===== config.mk =====
export PLATFORM = sky130hd
export DESIGN_NAME = frac_pll_reconfig_regs
export DESIGN_NICKNAME = d
export VERILOG_FILES = /design/src/verilog/frac_pll_reconfig_pkg.sv /design/src/verilog/frac_pll_stream_ctrl.sv /design/src/verilog/frac_pll_powerdown_mux.sv /design/src/verilog/frac_pll_reconfig_regs.sv
export VERILOG_INCLUDE_DIRS = /design/src /design/src/verilog
export SDC_FILE = /design/constraint.sdc
export NUM_CORES = 1
export LEC_CHECK = 0
export BUFFER_PORTS_ARGS = -buffer_cell sky130_fd_sc_hd__buf_2
export CORE_UTILIZATION = 30
export CTS_CLUSTER_SIZE = 25
export DETAILED_ROUTE_END_ITERATION = 8
export PLACE_DENSITY = 0.62
export SYNTH_ARGS = -nofsm -noshare
export SYNTH_HDL_FRONTEND = slang
export SYNTH_HIERARCHICAL = 1
export SYNTH_SLANG_ARGS = --single-unit
export TNS_END_PERCENT = 50

===== constraint.sdc =====
create_clock -name clk_i -period 1.3 [get_ports clk_i]
set_input_delay 0.195 -clock clk_i [delete_from_list [all_inputs] [get_ports clk_i]]
set_output_delay 0.195 -clock clk_i [all_outputs]
set_load 0.005 [all_outputs]

===== src/verilog/frac_pll_reconfig_defines.svh =====
// register offsets, field positions and reset values of the pll register bank
// assumes byte-addressed configuration port with 8-bit data
`ifndef FRAC_PLL_RECONFIG_DEFINES_SVH
`define FRAC_PLL_RECONFIG_DEFINES_SVH

`define ADDR_ARBITRATION 11'h000
`define ADDR_CAL_CTRL 11'h100
`define ADDR_ID_BYTE0 11'h400
`define ADDR_ID_BYTE1 11'h401
`define ADDR_ID_BYTE2 11'h402
`define ADDR_ID_BYTE3 11'h403
`define ADDR_STATUS_PRESENT 11'h404
`define ADDR_CONTROL_PRESENT 11'h405
`define ADDR_CLKGEN_PRESENT 11'h410
`define ADDR_PLL_STATUS 11'h480
`define ADDR_POWERDOWN 11'h4E0
`define ADDR_STREAM_CTRL 11'h540
`define ADDR_STREAM_STATUS 11'h541

`define BIT_OWNER_SELECT 0
`define BIT_CAL_DONE 1
`define BIT_PREP_REQUEST 0
`define BIT_CAL_ENABLE 1
`define BIT_LOCK 0
`define BIT_CALIBRATING 1
`define BIT_OWNER_FLAG 2
`define BIT_PD_VALUE 0
`define BIT_PD_OVERRIDE 1
`define BIT_STREAM_START 7
`define BIT_STREAM_BUSY 0
`define BIT_PRESENT 0
`define PROFILE_MSB 2

`define RESET_BYTE 8'h00
`define RESET_PROFILE 3'h0
`define ENGINE_OWNS 1'b1
`define USER_OWNS 1'b0

`endif


===== src/verilog/frac_pll_reconfig_pkg.sv =====
// types shared by the pll register bank and its helpers
// assumes frac_pll_reconfig_defines.svh supplies the numbers
package frac_pll_reconfig_pkg;

   typedef enum logic [2:0] {
      ST_IDLE = 3'b001,
      ST_LOAD = 3'b010,
      ST_WAIT = 3'b100
   } stream_state_type;

   typedef struct packed {
      logic write;
      logic read;
      logic [10:0] address;
      logic [7:0] writedata;
   } cfg_request_type;

   typedef struct packed {
      logic start;
      logic [2:0] profile;
   } stream_request_type;

endpackage : frac_pll_reconfig_pkg


===== src/verilog/frac_pll_stream_ctrl.sv =====
// profile streamer sequencer: hands one profile load to the pll and tracks busy
// assumes the pll answers each load with a one-cycle done pulse
`include "frac_pll_reconfig_defines.svh"

module frac_pll_stream_ctrl (
   // clock and reset
   input wire logic clk_i,
   input wire logic resetn_i,
   // request from the register bank
   input frac_pll_reconfig_pkg::stream_request_type request_i,
   // pll streamer side
   output logic load_o,
   output logic [2:0] profile_o,
   input wire logic done_i,
   // status
   output logic busy_o
);

   frac_pll_reconfig_pkg::stream_state_type state;

   always_ff @(posedge clk_i or negedge resetn_i) begin
      if (!resetn_i) begin
         state <= frac_pll_reconfig_pkg::ST_IDLE;
      end else begin
         case (state)
            frac_pll_reconfig_pkg::ST_IDLE: begin
               if (request_i.start) begin
                  state <= frac_pll_reconfig_pkg::ST_LOAD;
               end
            end
            frac_pll_reconfig_pkg::ST_LOAD: begin
               state <= frac_pll_reconfig_pkg::ST_WAIT;
            end
            frac_pll_reconfig_pkg::ST_WAIT: begin
               if (done_i) begin
                  state <= frac_pll_reconfig_pkg::ST_IDLE;
               end
            end
            default: begin
               state <= frac_pll_reconfig_pkg::ST_IDLE;
            end
         endcase
      end
   end

   // profile latched at start so a later select write cannot corrupt a load
   always_ff @(posedge clk_i or negedge resetn_i) begin
      if (!resetn_i) begin
         profile_o <= `RESET_PROFILE;
      end else if (state == frac_pll_reconfig_pkg::ST_IDLE && request_i.start) begin
         profile_o <= request_i.profile;
      end
   end

   always_ff @(posedge clk_i or negedge resetn_i) begin
      if (!resetn_i) begin
         load_o <= 1'b0;
         busy_o <= 1'b0;
      end else begin
         load_o <= (state == frac_pll_reconfig_pkg::ST_IDLE) && request_i.start;
         busy_o <= (state == frac_pll_reconfig_pkg::ST_IDLE) ? request_i.start
                   : !(state == frac_pll_reconfig_pkg::ST_WAIT && done_i);
      end
   end

endmodule : frac_pll_stream_ctrl


===== src/verilog/frac_pll_powerdown_mux.sv =====
// selects the pll power-down source between the normal path and the register value
// assumes all inputs synchronous to clk_i
module frac_pll_powerdown_mux (
   // clock and reset
   input wire logic clk_i,
   input wire logic resetn_i,
   // sources
   input wire logic normal_powerdown_i,
   input wire logic register_value_i,
   input wire logic override_i,
   // pll control
   output logic powerdown_o
);

   always_ff @(posedge clk_i or negedge resetn_i) begin
      if (!resetn_i) begin
         powerdown_o <= 1'b0;
      end else if (override_i) begin
         powerdown_o <= register_value_i;
      end else begin
         powerdown_o <= normal_powerdown_i;
      end
   end

endmodule : frac_pll_powerdown_mux


===== src/verilog/frac_pll_reconfig_regs.sv =====
// register bank for one fractional pll: bus ownership, calibration, status, power-down, streamer
// assumes a byte-wide configuration port on clk_i with one-cycle read latency
`include "frac_pll_reconfig_defines.svh"

module frac_pll_reconfig_regs #(
   parameter logic [31:0] INSTANCE_ID = 32'h0000_0001, // arbitrary value
   parameter bit STATUS_PRESENT = 1'b1,
   parameter bit CONTROL_PRESENT = 1'b1,
   parameter int ADDR_WIDTH = 11
) (
   // clock and reset
   input wire logic clk_i,
   input wire logic resetn_i,
   // configuration port
   input wire logic cfg_write_i,
   input wire logic cfg_read_i,
   input wire logic [ADDR_WIDTH-1:0] cfg_address_i,
   input wire logic [7:0] cfg_writedata_i,
   output logic [7:0] cfg_readdata_o,
   output logic cfg_readvalid_o,
   // pll and calibration engine status
   input wire logic pll_locked_i,
   input wire logic cal_busy_i,
   input wire logic clock_generation_block_enabled_i,
   input wire logic normal_powerdown_i,
   input wire logic stream_done_i,
   // pll and calibration engine control
   output logic bus_owner_engine_o,
   output logic cal_enable_o,
   output logic reconfig_prep_o,
   output logic pll_powerdown_o,
   output logic stream_load_o,
   output logic [2:0] stream_profile_o,
   output logic stream_busy_o
);

   // the decode compares against 11-bit offsets, so no other width is served
   if (ADDR_WIDTH != 11) begin : g_width_check
      $error("ADDR_WIDTH must be 11");
   end

   frac_pll_reconfig_pkg::cfg_request_type req;
   frac_pll_reconfig_pkg::stream_request_type stream_req;
   logic bus_owner_select;
   logic calibration_enable;
   logic reconfig_prep_request;
   logic powerdown_value;
   logic powerdown_override;
   logic [2:0] profile_select;
   logic stream_start;
   logic stream_busy;
   logic [7:0] next_readdata;

   assign req = '{write: cfg_write_i, read: cfg_read_i, address: cfg_address_i,
                  writedata: cfg_writedata_i};

   function automatic logic hit(input frac_pll_reconfig_pkg::cfg_request_type r, input logic [10:0] a);
      hit = r.write && (r.address == a);
   endfunction : hit

   // read strobe aimed at one location; shared by the readback checks
   function automatic logic rd_hit(input frac_pll_reconfig_pkg::cfg_request_type r, input logic [10:0] a);
      rd_hit = r.read && (r.address == a);
   endfunction : rd_hit

   // ownership of the internal configuration bus
   always_ff @(posedge clk_i or negedge resetn_i) begin
      if (!resetn_i) begin
         bus_owner_select <= `USER_OWNS;
      end else if (hit(req, `ADDR_ARBITRATION)) begin
         bus_owner_select <= req.writedata[`BIT_OWNER_SELECT];
      end
   end

   // calibration control
   always_ff @(posedge clk_i or negedge resetn_i) begin
      if (!resetn_i) begin
         calibration_enable <= 1'b0;
         reconfig_prep_request <= 1'b0;
      end else if (hit(req, `ADDR_CAL_CTRL)) begin
         calibration_enable <= req.writedata[`BIT_CAL_ENABLE];
         reconfig_prep_request <= req.writedata[`BIT_PREP_REQUEST];
      end
   end

   // power-down override
   always_ff @(posedge clk_i or negedge resetn_i) begin
      if (!resetn_i) begin
         powerdown_value <= 1'b0;
         powerdown_override <= 1'b0;
      end else if (hit(req, `ADDR_POWERDOWN)) begin
         powerdown_value <= req.writedata[`BIT_PD_VALUE];
         powerdown_override <= req.writedata[`BIT_PD_OVERRIDE];
      end
   end

   // streamer control; start lives one cycle, then the bit clears by itself
   always_ff @(posedge clk_i or negedge resetn_i) begin
      if (!resetn_i) begin
         profile_select <= `RESET_PROFILE;
         stream_start <= 1'b0;
      end else if (hit(req, `ADDR_STREAM_CTRL)) begin
         profile_select <= req.writedata[`PROFILE_MSB:0];
         stream_start <= req.writedata[`BIT_STREAM_START];
      end else begin
         stream_start <= 1'b0;
      end
   end

   // outputs toward the pll and engine, registered
   always_ff @(posedge clk_i or negedge resetn_i) begin
      if (!resetn_i) begin
         bus_owner_engine_o <= `USER_OWNS;
         cal_enable_o <= 1'b0;
         reconfig_prep_o <= 1'b0;
      end else begin
         bus_owner_engine_o <= bus_owner_select;
         cal_enable_o <= calibration_enable;
         reconfig_prep_o <= reconfig_prep_request;
      end
   end

   assign stream_req = '{start: stream_start, profile: profile_select};

   frac_pll_stream_ctrl u_stream (
      .clk_i(clk_i),
      .resetn_i(resetn_i),
      .request_i(stream_req),
      .load_o(stream_load_o),
      .profile_o(stream_profile_o),
      .done_i(stream_done_i),
      .busy_o(stream_busy)
   );

   assign stream_busy_o = stream_busy;

   frac_pll_powerdown_mux u_pd (
      .clk_i(clk_i),
      .resetn_i(resetn_i),
      .normal_powerdown_i(normal_powerdown_i),
      .register_value_i(powerdown_value),
      .override_i(powerdown_override),
      .powerdown_o(pll_powerdown_o)
   );

   // read decode; unmapped locations read zero
   always_comb begin
      next_readdata = `RESET_BYTE;
      if (req.address == `ADDR_ARBITRATION) begin
         next_readdata[`BIT_OWNER_SELECT] = bus_owner_select;
         next_readdata[`BIT_CAL_DONE] = !cal_busy_i;
      end else if (req.address == `ADDR_CAL_CTRL) begin
         next_readdata[`BIT_CAL_ENABLE] = calibration_enable;
         next_readdata[`BIT_PREP_REQUEST] = reconfig_prep_request;
      end else if (req.address == `ADDR_ID_BYTE0) begin
         next_readdata = INSTANCE_ID[7:0];
      end else if (req.address == `ADDR_ID_BYTE1) begin
         next_readdata = INSTANCE_ID[15:8];
      end else if (req.address == `ADDR_ID_BYTE2) begin
         next_readdata = INSTANCE_ID[23:16];
      end else if (req.address == `ADDR_ID_BYTE3) begin
         next_readdata = INSTANCE_ID[31:24];
      end else if (req.address == `ADDR_STATUS_PRESENT) begin
         next_readdata[`BIT_PRESENT] = STATUS_PRESENT;
      end else if (req.address == `ADDR_CONTROL_PRESENT) begin
         next_readdata[`BIT_PRESENT] = CONTROL_PRESENT;
      end else if (req.address == `ADDR_CLKGEN_PRESENT) begin
         next_readdata[`BIT_PRESENT] = clock_generation_block_enabled_i;
      end else if (req.address == `ADDR_PLL_STATUS) begin
         next_readdata[`BIT_LOCK] = pll_locked_i;
         next_readdata[`BIT_CALIBRATING] = cal_busy_i;
         next_readdata[`BIT_OWNER_FLAG] = bus_owner_select;
      end else if (req.address == `ADDR_POWERDOWN) begin
         next_readdata[`BIT_PD_VALUE] = powerdown_value;
         next_readdata[`BIT_PD_OVERRIDE] = powerdown_override;
      end else if (req.address == `ADDR_STREAM_CTRL) begin
         next_readdata[`PROFILE_MSB:0] = profile_select;
         next_readdata[`BIT_STREAM_START] = stream_start;
      end else if (req.address == `ADDR_STREAM_STATUS) begin
         next_readdata[`BIT_STREAM_BUSY] = stream_busy;
      end
   end

   always_ff @(posedge clk_i or negedge resetn_i) begin
      if (!resetn_i) begin
         cfg_readdata_o <= `RESET_BYTE;
         cfg_readvalid_o <= 1'b0;
      end else begin
         cfg_readvalid_o <= req.read;
         if (req.read) begin
            cfg_readdata_o <= next_readdata;
         end
      end
   end
endmodule : frac_pll_reconfig_regs


==> Word-level counts from Yosys, hierarchy flattened <==
Cells that the tools add are included.
{ "word_totals": {"reg_bits": 30, "input_bits": 28, "out_inout_bits": 18, "elab_cells": 77} }
{ "classes": {"n_eq_ne": 17, "n_mux": 33, "reduce_logical": 10} }
{ "ops": {"columns": ["cell", "count"], "rows": [
  ["$eq A11 B11 Y1 const B", 11],
  ["$mux W8", 3],
  ["$mux W1", 16],
  ["$mux W2", 7],
  ["$mux W3", 4],
  ["$mux W6", 2],
  ["$eq A11 B9 Y1 const B", 1],
  ["$logic_not A11 Y1", 1],
  ["$pmux W3 S3", 1],
  ["$logic_and A1 B1 Y1", 6],
  ["$ne A2 B2 Y1 const B", 2],
  ["$eq A3 B1 Y1 const B", 1],
  ["$eq A3 B2 Y1 const B", 1],
  ["$eq A3 B3 Y1 const B", 1],
  ["$logic_not A1 Y1", 2],
  ["$reduce_and A2 Y1", 1]
]} }

==> Logic depth before layout (Yosys ltp) <==
Gate-level depths: netlist (run 1).
{ "depth": {"depth_word": 14, "ltp_mapped": 6, "mapped_depth_nobuf": 5} }

==> Modules after synthesis <==
The synthesis (run 1) kept the hierarchy.
{ "by_module_without_submodules": {"columns": ["mod", "instances", "cells_each", "area_each_um2", "seq_area_each_um2"], "rows": [
  ["frac_pll_reconfig_regs", 1, 90, 939.7, 425.4],
  ["frac_pll_stream_ctrl", 1, 21, 335.3, 201.4],
  ["frac_pll_powerdown_mux", 1, 2, 40.0, 25.0]
]} }

==> Worst setup path before layout (run 1) <==
OpenSTA, ideal clock, no wires.
{ "synth_timing": {"path_kind": "input-to-reg", "startpoint": "in cfg_address_i[5]", "endpoint": "reg bus_owner_select", "setup_ns": 0.125, "t_arrival_ns": 1.407, "required_time_ns": 1.175, "setup_slack_ns": -0.232, "stages": 6, "n_path_buf": 1, "cell_sequence": "or2_2 > clkbuf_1 > and4bb_2 > nand2_1 > nor2_1 > mux2_2"} }
{ "synth_between": {"elab_chain_cells": 2} }
{ "synth_rtl": {"columns": ["item", "line", "source"], "rows": [
  ["start, declared", "frac_pll_reconfig_regs.sv:17", "input wire logic [ADDR_WIDTH-1:0] cfg_address_i,"],
  ["$logic_not A11 Y1", "frac_pll_reconfig_regs.sv:58", "hit = r.write && (r.address == a);"],
  ["$logic_and A1 B1 Y1", "frac_pll_reconfig_regs.sv:58", null],
  ["end signal, assigned", "frac_pll_reconfig_regs.sv:69", "bus_owner_select <= `USER_OWNS;"],
  ["end signal, assigned", "frac_pll_reconfig_regs.sv:71", "bus_owner_select <= req.writedata[`BIT_OWNER_SELECT];"],
  ["end, declared", "frac_pll_reconfig_regs.sv:44", "logic bus_owner_select;"]
]} }
Every way passes these cells.
A chain may end at the register's enable or synchronous reset.

==> Worst setup path in the final report (run 1) <==
{ "layout_timing": {"startpoint": "in cfg_address_i[8]", "endpoint": "reg powerdown_value"} }
{ "layout_between": {"elab_chain_cells": 2} }
{ "layout_rtl": {"columns": ["item", "line", "source"], "rows": [
  ["$eq A11 B11 Y1", "frac_pll_reconfig_regs.sv:58", null],
  ["$logic_and A1 B1 Y1", "frac_pll_reconfig_regs.sv:58", null],
  ["end signal, assigned", "frac_pll_reconfig_regs.sv:92", "powerdown_value <= req.writedata[`BIT_PD_VALUE];"],
  ["end, declared", "frac_pll_reconfig_regs.sv:47", "logic powerdown_value;"]
]} }
Every way passes these cells.

==> results of run 1 <==
==> critical path: stages <==
cell and delay [ps]:
buf_6 90, or3b_4 400, nor4b_4 330, nand3_2 150, mux2_4 320
==> timing repair <==
action | in CTS | in global routing
pin swaps | 1 | 7
setup endpoints to repair | 6 | 11
cloned | 0 | 0
hold buffers | 1 | 0
resized for setup | 1 | 10
endpoints found under the hold margin | 25 | 0
==> stage by stage <==
step	cell area (um2)	hold WS, ps	setup TNS [ps]
detailed placement	1740	225	-3130
finish	1880	126	-134
global route	1880	121	-532
CTS	1830	121	-34.8
global placement	1740	206	-2970
floorplan	1340	-101	-1090
==> power groups by stage <==
stage / sequential [mW] / combinational, mW / clock (mW)
3_3_place_gp: 0.833 / 0.169 / 0
4_1_cts: 0.817 / 0.177 / 0.674
6_report: 0.817 / 0.187 / 0.659
2_1_floorplan: 0.833 / 0.0610 / 0
3_5_place_dp: 0.833 / 0.173 / 0
5_1_grt: 0.818 / 0.203 / 0.718
==> layout make-up <==
class	instances	area, um2	share of cell area [%]
Inverter	4	15.0	0.800
Clock buffer	3	41.3	2.20
Multi-Input combinational cell	79	661	35.2
Sequential cell	26	652	34.7
Clock inverter	1	30.0	1.60
Timing Repair Buffer	66	415	22.1
Tap cell	50	62.6	3.33
==> layout by cell type, fill, tap and decap left out, drive strengths merged <==
cell,n
nand2b,3
o22ai,1
dfstp,1
a311o,1
o21ai,4
clkbuf,3
a21o,1
mux2,12
mux2i,2
inv,4
bufinv,1
dfrtp,25
a22oi,1
o21a,2
conb,4
nor4b,2
nand3b,1
buf,65
nor3b,1
or3b,3
o32ai,1
a32oi,1
dlygate4sd3,1
a21oi,3
and4bb,3
a31oi,1
a211oi,2
nor4,3
nand2,6
nor3,2
nand3,6
nor2,7
or2,2
nand4,2
nor2b,2
==> metal layers <==
layer | GRT usage [%] | vias up
li1 | - | 537
met4 | 2.86 | 0
met2 | 23.5 | 33
met5 | 0 | -
met1 | 19.5 | 526
met3 | 2.50 | 0
==> sequential cells by signal (all words and copies together), names as in the netlist, 3 cells and up <==
name / flops
cfg_readdata_o: 4
profile_select: 3
u_stream/profile_o: 3
u_stream/state: 3
==> final timing paths <==
kind / endpoint / depth (start not counted)
max in group asynchronous: calibration_enable$_DFFE_PN0P_ / 2
worst min register to register: cal_enable_o$_DFF_PN0_ / 0
worst max-delay path: powerdown_value$_DFFE_PN0P_ / 5
worst max register to register: u_stream/profile_o[2]$_DFFE_PN0P_ / 3
min in group asynchronous: bus_owner_engine_o$_DFF_PN0_ / 2
worst min-delay path: stream_start$_DFF_PN0_ / 3
==> kinds of logic (layout without fill, tap and decap cells) <==
group | Yosys count | count (layout) | synth area share [%]
mux | 14 | 14 | 12.9
compound gates | 18 | 18 | 9.23
buf+inv | 11 | 74 | 4.85
other cells | 1 | 4 | 0.285
flops | 26 | 26 | 49.6
simple gates | 43 | 43 | 23.1
==> flow_metrics.py, run 1 <==
metrics = {
    "yosys": {
        "synth_edf_count": 0,
        "synth_common_cells": "25 x dfrtp_1, 7 x nor2_1, 6 x mux2_2, 6 x nand2_1, 5 x nand3_1",
        "yosys.area.top_type": "dfrtp_1",
        "yosys-top-cells-area": "dfrtp_1 48%, mux2_2 5.1%, mux2_4 4.6%",
        "synth.most_common_cell": "dfrtp_1",
        "yosysSeqAreaShare_pct": 49.6,
        "yosysWarningCount": 6,
        "ys_ff_latch": 26,
        "avgSynthCellArea_um2": 11.6,
        "synthDistinctLibCells": 43,
        "synth_top_area_share_pct": 47.6,
        "syn_area_mm2": 0.00132,
        "synthArstFlopShare_pct": 100,
        "synth_cells": 113,
        "ys.flop_type": "dfrtp_1",
    },
    "floorplan": {
        "die-area_mm2": 0.00465,
        "fp.dieW_um": 68.2,
        "rows": 23,
        "core_mm2": 0.00412,
        "initial_utilization_pct": 32.0,
        "die_h_um": 68.2,
        "io_pins": 46,
    },
    "cts": {
        "post_cts_buffers": 0,
        "cts_root_buffer": "clkbuf_8",
        "cts_buffer_depth": 2,
        "clock_sink_count": 26,
        "numCtsBuffers": 3,
        "path_clk_slew_ps": 90,
        "h-tree-depth": 1,
        "clkLatencyLatePin_ps": 260,
        "cts_tree": "done",
    },
    "route": {
        "wl_mm": 3.28,
        "ant_nets": 0,
        "via_count": 1096,
        "wl_per_cell_um": 14.3,
        "first_pass_iters": 4,
        "drt-met1-wl_mm": 1.40,
        "met3_length_um": 188,
        "drcViolationCount": 0,
        "top_layer": "met3",
        "via_per_inst": 4.79,
        "detail_route.iter0.violations": 70,
        "dr_wl_met2_mm": 1.69,
    },
    "timing": {
        "max_freq_mhz": 745,
        "rsz0062_at_grt": "yes",
        "drv_slew": 0,
        "hold_violations": 0,
        "worst_pin_slew_ps": 579,
        "fin_crit_sh_pct": 103,
        "layout_setup_ws_ps": -43.1,
        "setup_violations": 7,
        "worst_clock_skew_ps": 2.38,
        "period_needed_ps": 1340,
        "slew_headroom_pct": 61.4,
    },
    "global_route": {
        "track_usage_pct": 14.3,
        "overflow": 0,
        "antenna_found_initial": 0,
        "grt_max_degree": 27,
        "grt_pass1_vias": 1063,
        "grt_pass1_wl_mm": 4.97,
    },
    "worst_setup_path": {
        "crit_fanout": 2,
        "r2r-start": "u_stream/state[0]$_DFFE_PN1P_",
        "crit_path_start_kind": "input port",
        "worstSetupStartpoint": "cfg_address_i[8]",
        "r2r_slack_ps": -10,
        "worstPathArrival_ps": 1500,
        "critPathKind": "input port to flop",
        "cp.required_ps": 1460,
        "cp-end-kind": "flop",
    },
    "final_layout": {
        "drive_gt1_share_pct": 54.2,
        "fillers": 390,
        "utilization_pct": 45.6,
        "fin_cells": 229,
        "finalNetCount": 208,
        "antennaDiodeCount": 0,
        "syn_to_final_growth_pct": 42.7,
    },
    "pwr": {
        "powerDensity_mw_per_mm2": 886,
        "total_leakage_power_nw": 0.947,
        "power_mw": 1.66,
        "p_sw_uw": 348,
        "swShare_pct": 20.9,
        "power_frac_comb_pct": 11.2,
        "peakVddDrop_mv": 0.559,
        "p_seq_share_pct": 49.1,
        "pwr-share-clk_pct": 39.6,
        "p_int_mw": 1.31,
    },
    "placement": {
        "gp_congestion": 0.867,
        "numPortBuffers": 37,
        "dpl.hpwl_mm": 2.61,
        "placed_cells": 224,
        "post-place-ws_ps": -321,
    },
    "worst_hold_path": {
        "worstHoldStart": "cfg_writedata_i[7]",
        "hp-class": "input port to flop",
    },
    "outcome": {
        "violations": "negative setup slack",
        "status": "finished with violations",
    },
    "job": {
        "cap_violations": 0,
    },
}
Power figures use the tool's default switching activity.
==> inputs of run 2 (changes only) <==
--- a/config.mk
+++ b/config.mk
@@ -7,10 +7,12 @@
 export NUM_CORES = 1
 export LEC_CHECK = 0
 export BUFFER_PORTS_ARGS = -buffer_cell sky130_fd_sc_hd__buf_2
-export CORE_UTILIZATION = 30
+export CELL_PAD_IN_SITES_DETAIL_PLACEMENT = 1
+export CELL_PAD_IN_SITES_GLOBAL_PLACEMENT = 2
+export CORE_UTILIZATION = 27
 export CTS_CLUSTER_SIZE = 25
 export DETAILED_ROUTE_END_ITERATION = 8
-export PLACE_DENSITY = 0.62
+export PLACE_DENSITY = 0.81
 export SYNTH_ARGS = -nofsm -noshare
 export SYNTH_HDL_FRONTEND = slang
 export SYNTH_HIERARCHICAL = 1
==> run 2 against run 1 <==
The run now ends clean. Routed wire length up 12%. Worst setup slack better by 57 ps. Die area up 11%. Critical path type unchanged. Critical path depth up 1. Critical endpoint is now bus_owner_select$_DFFE_PN0P_. Clock-buffer cell count up 1.
==> flow_metrics.py, run 2 (synthesis gave the netlist of run 1 again) <==
metrics = {
    "outcome": {
        "status": "finished clean",
    },
    "cts": {
        "h-tree-depth": 1,
        "cts_tree": "done",
        "cts_root_buffer": "clkbuf_8",
        "numCtsBuffers": 3,
        "clock_sink_count": 26,
        "clkLatencyLatePin_ps": 270,
        "cts_buffer_depth": 2,
        "path_clk_slew_ps": 90,
    },
    "placement": {
        "dpl.hpwl_mm": 2.99,
        "gp_congestion": 0.843,
        "numPortBuffers": 37,
    },
    "global_route": {
        "overflow": 0,
        "grt_pass1_wl_mm": 6.06,
        "track_usage_pct": 15.4,
        "grt_pass1_vias": 1269,
        "antenna_found_initial": 0,
        "grt_max_degree": 27,
    },
    "job": {
        "cap_violations": 0,
    },
    "route": {
        "wl_per_cell_um": 15.8,
        "drcViolationCount": 0,
        "first_pass_iters": 4,
        "detail_route.iter0.violations": 34,
        "via_count": 1129,
        "via_per_inst": 4.87,
        "wl_mm": 3.67,
        "ant_nets": 0,
    },
    "final_layout": {
        "antennaDiodeCount": 0,
        "finalNetCount": 207,
        "drive_gt1_share_pct": 56.2,
        "syn_to_final_growth_pct": 43.9,
        "layout_common_cells": "31 x buf_2, 28 x buf_4, 25 x dfrtp_1",
        "largest_register_ffs": 4,
        "final_common_cell": "buf_2",
        "regMostFlops": "cfg_readdata_o",
    },
    "floorplan": {
        "die-area_mm2": 0.00515,
        "io_pins": 46,
        "initial_utilization_pct": 28.0,
        "fp.dieW_um": 71.8,
        "die_h_um": 71.8,
        "rows": 25,
        "core_mm2": 0.00469,
    },
    "timing": {
        "hold_ws_ps": 129,
        "hold_violations": 0,
        "rsz0062_at_grt": "yes",
        "max_freq_mhz": 778,
        "slew_headroom_pct": 62.4,
        "worst_pin_slew_ps": 563,
        "worst_clock_skew_ps": 5.27,
        "fin_crit_sh_pct": 98.9,
        "setup_tns_ps": 0,
        "setup_violations": 0,
        "period_needed_ps": 1290,
        "drv_slew": 0,
    },
    "worst_setup_path": {
        "crit_fanout": 3,
        "r2r-start": "u_stream/state[0]$_DFFE_PN1P_",
        "critPathKind": "input port to flop",
        "cp.required_ps": 1460,
        "crit_path_start_kind": "input port",
        "cp-end-kind": "flop",
        "worstPathArrival_ps": 1440,
        "worstSetupStartpoint": "cfg_address_i[2]",
    },
    "worst_hold_path": {
        "worstHoldStart": "cfg_writedata_i[7]",
        "hp-class": "input port to flop",
    },
    "pwr": {
        "total_leakage_power_nw": 0.935,
        "peakVddDrop_mv": 0.273,
        "powerDensity_mw_per_mm2": 806,
    },
}
==> run 2: area by class of cell <==
class / count / area [um2]
clock buffer: 4 / 55.1
timing repair buffer: 65 / 432
tap: 54 / 67.6
multi-input combinational: 79 / 671
fill: 533 / 2800
sequential: 26 / 652
inverter: 4 / 15.0
==> run 2: worst max-delay path: stages <==
cell,delay [ps]
buf_2,120
nor4_4,300
and4bb_2,310
nand2_1,70
nor2_2,130
mux2_4,310
==> run 2: power by group <==
group,internal [mW],leakage (nW),switching (mW)
registers,0.814,0.355,0.00285
logic,0.0980,0.552,0.100
clock network,0.270,0.0288,0.238
==> run 2: final timing paths <==
kind | endpoint | slack (ps) | cells after the start
setup reg to reg | u_stream/profile_o[1]$_DFFE_PN0P_ | 30 | 2
max in group asynchronous | u_stream/state[0]$_DFFE_PN1P_ | 480 | 2
min in group asynchronous | u_stream/profile_o[1]$_DFFE_PN0P_ | 450 | 2
hold reg to reg | cal_enable_o$_DFF_PN0_ | 410 | 0
setup / recovery | bus_owner_select$_DFFE_PN0P_ | 10 | 6
hold / removal | stream_start$_DFF_PN0_ | 130 | 3
==> run 2: through the flow <==
stage	cell area [um2]	util [%]	setup WS, ps	power (mW)	instances
final	1890	40.3	13.9	1.52	232
after global routing	1890	40.3	-46.6	1.59	232
after CTS	1860	39.7	-51.6	1.54	232
after detailed placement	1720	36.7	-343	1.01	225
after global placement	1720	36.7	-278	1.00	225
after floorplan	1340	-	-184	0.894	116
==> run 2: routing by layer <==
| layer | track usage (%) | routed length (um) | vias to the layer above |
|---|---|---|---|
| li1 | - | - | 535 |
| met1 | 16.9 | 1450 | 564 |
| met2 | 29.7 | 2050 | 26 |
| met3 | 1.97 | 125 | 4 |
| met4 | 6.54 | 48 | 0 |
| met5 | 0 | 0 | - |
==> run 2: what timing repair did <==
action | in CTS | in global routing
resized for setup | 14 | 6
buffers inserted | 2 | 0
endpoints found under the hold margin | 25 | 0
endpoints found under the setup margin | 11 | 13
pin swaps | 9 | 2
hold buffers | 1 | 0
==> inputs of run 3 (changes only) <==
--- a/config.mk
+++ b/config.mk
@@ -9,10 +9,11 @@
 export BUFFER_PORTS_ARGS = -buffer_cell sky130_fd_sc_hd__buf_2
 export CELL_PAD_IN_SITES_DETAIL_PLACEMENT = 1
 export CELL_PAD_IN_SITES_GLOBAL_PLACEMENT = 2
-export CORE_UTILIZATION = 27
+export CORE_UTILIZATION = 29
+export CTS_BUF_LIST = sky130_fd_sc_hd__clkbuf_8
 export CTS_CLUSTER_SIZE = 25
 export DETAILED_ROUTE_END_ITERATION = 8
-export PLACE_DENSITY = 0.81
+export PLACE_DENSITY = 0.85
 export SYNTH_ARGS = -nofsm -noshare
 export SYNTH_HDL_FRONTEND = slang
 export SYNTH_HIERARCHICAL = 1
==> run 3 against run 2 <==
The flow now finishes with violations (design-rule violations). Clock-buffer cell count is 1 lower. Cell count is 0.43% lower. Sequential cell count stayed put. Hold slack better by 6.6 ps. Power is 4.3% lower. Die area is 6.7% lower. Largest cell class unchanged. Highest routed layer unchanged.
==> flow_metrics.py, run 3 (synthesis gave the netlist of run 1 again) <==
metrics = {
    "outcome": {
        "status": "finished with violations",
        "violations": "design-rule violations",
    },
    "job": {
        "cap_violations": 0,
    },
    "timing": {
        "fin_crit_sh_pct": 99.5,
        "slew_headroom_pct": 61.8,
        "drv_slew": 0,
        "worst_pin_slew_ps": 572,
        "rsz0062_at_grt": "yes",
        "hold_violations": 0,
        "period_needed_ps": 1290,
        "setup_violations": 0,
        "worst_clock_skew_ps": 6.59,
        "hold_ws_ps": 135,
        "max_freq_mhz": 773,
    },
    "worst_hold_path": {
        "hp-class": "input port to flop",
        "hold_path_depth": 3,
    },
    "global_route": {
        "grt_pass1_wl_mm": 6.17,
        "antenna_found_initial": 0,
        "grt_pass1_vias": 1320,
        "track_usage_pct": 16.1,
        "grt_max_degree": 27,
        "overflow": 0,
    },
    "route": {
        "via_per_inst": 4.98,
        "drcViolationCount": 2,
        "ant_nets": 0,
        "via_count": 1150,
        "wl_mm": 3.78,
        "detail_route.iter0.violations": 45,
        "wl_per_cell_um": 16.4,
        "first_pass_iters": 7,
    },
    "pwr": {
        "peakVddDrop_mv": 0.274,
        "power_mw": 1.46,
        "powerDensity_mw_per_mm2": 775,
        "total_leakage_power_nw": 0.937,
    },
    "final_layout": {
        "layout_common_cells": "34 x buf_2, 28 x buf_4, 25 x dfrtp_1",
        "largest_register_ffs": 4,
        "fin_cells": 231,
        "fillers": 495,
        "syn_to_final_growth_pct": 43.1,
        "drive_gt1_share_pct": 57.0,
        "final_common_cell": "buf_2",
        "regMostFlops": "cfg_readdata_o",
        "finalNetCount": 208,
        "antennaDiodeCount": 0,
    },
    "placement": {
        "numPortBuffers": 37,
        "dpl.hpwl_mm": 3.00,
        "gp_congestion": 0.883,
        "placed_cells": 223,
    },
    "cts": {
        "h-tree-depth": 1,
        "cts_root_buffer": "clkbuf_8",
        "numCtsBuffers": 3,
        "cts_tree": "done",
        "clkLatencyLatePin_ps": 260,
        "cts_buffer_depth": 2,
        "path_clk_slew_ps": 80,
        "clock_sink_count": 26,
    },
    "worst_setup_path": {
        "critPathKind": "input port to flop",
        "critPathTopFamily": "simple AND/OR/NAND/NOR gates",
        "crit_path_start_kind": "input port",
        "worstPathArrival_ps": 1490,
        "cpPeakStageDelay_ps": 400,
        "worst-path-buf-inv": 2,
        "cp-end-kind": "flop",
        "reg2reg_depth": 5,
        "worstPathCellList": "buf_2 -> or3b_4 -> nor4_4 -> buf_4 -> a21oi_2 -> a211oi_2 -> a311o_1",
        "cp_slowest_cell": "or3b_4",
        "crit_fanout": 3,
        "crit_cells": 7,
        "r2r_slack_ps": 20,
        "cp.required_ps": 1500,
    },
    "floorplan": {
        "rows": 24,
        "initial_utilization_pct": 30.2,
        "fp.dieW_um": 69.3,
        "die-area_mm2": 0.00481,
        "die_h_um": 69.3,
        "core_mm2": 0.00435,
        "io_pins": 46,
    },
}
[run 3: worst paths after layout]
check,startpoint,to
setup / recovery,cfg_address_i[5],cfg_readdata_o[1]$_DFFE_PN0P_
hold reg to reg,reconfig_prep_request$_DFFE_PN0P_,reconfig_prep_o$_DFF_PN0_
min in group asynchronous,resetn_i,u_stream/profile_o[1]$_DFFE_PN0P_
max in group asynchronous,resetn_i,u_stream/state[0]$_DFFE_PN1P_
setup reg to reg,powerdown_override$_DFFE_PN0P_,cfg_readdata_o[1]$_DFFE_PN0P_
hold / removal,cfg_writedata_i[7],stream_start$_DFF_PN0_
[run 3: report_power, final]
part / switching [mW] / internal (mW) / total (mW)
combinational: 0.104 / 0.0957 / 0.200
clock: 0.230 / 0.211 / 0.441
sequential: 0.00288 / 0.814 / 0.817
total: 0.337 / 1.12 / 1.46
[run 3: metrics by stage]
| step | setup WS [ps] | cell area (um2) | TNS [ps] | utilization (%) |
|---|---|---|---|---|
| CTS | -65.4 | 1840 | -170 | 42.3 |
| global route | -57.7 | 1880 | -152 | 43.2 |
| global placement | -272 | 1720 | -2740 | 39.5 |
| floorplan | -184 | 1340 | -1090 | - |
| detailed placement | -339 | 1720 | -3380 | 39.5 |
| finish | 7.00 | 1880 | 0 | 43.2 |
[run 3: per-layer routing]
layer	GRT usage, %	up-vias	wire length, um
li1	-	534	-
met1	18.0	572	1430
met4	5.44	0	116
met2	31.1	34	2100
met5	0	-	0
met3	1.89	10	127
[run 3: tightest hold or removal path: stages]
cell and delay, ps:
buf_2 90, inv_1 40, nor2_1 40
[run 3: layout make-up]
class	count	area, um2	area share [%]
flip-flops and latches	26	652	34.6
clock buffers	3	41.3	2.19
repair buffers	66	424	22.5
well taps	52	65.1	3.46
multi-input cells	79	681	36.2
clock inverters	1	3.75	0.199
inverters	4	15.0	0.798
[run 3: what timing repair did]
action,in CTS,in global routing
hold buffers,1,0
gates cloned,0,0
endpoints found under the hold margin,25,0
setup endpoints to repair,11,11
buffers inserted,2,1
pin swaps,6,3
gates resized for setup,11,7
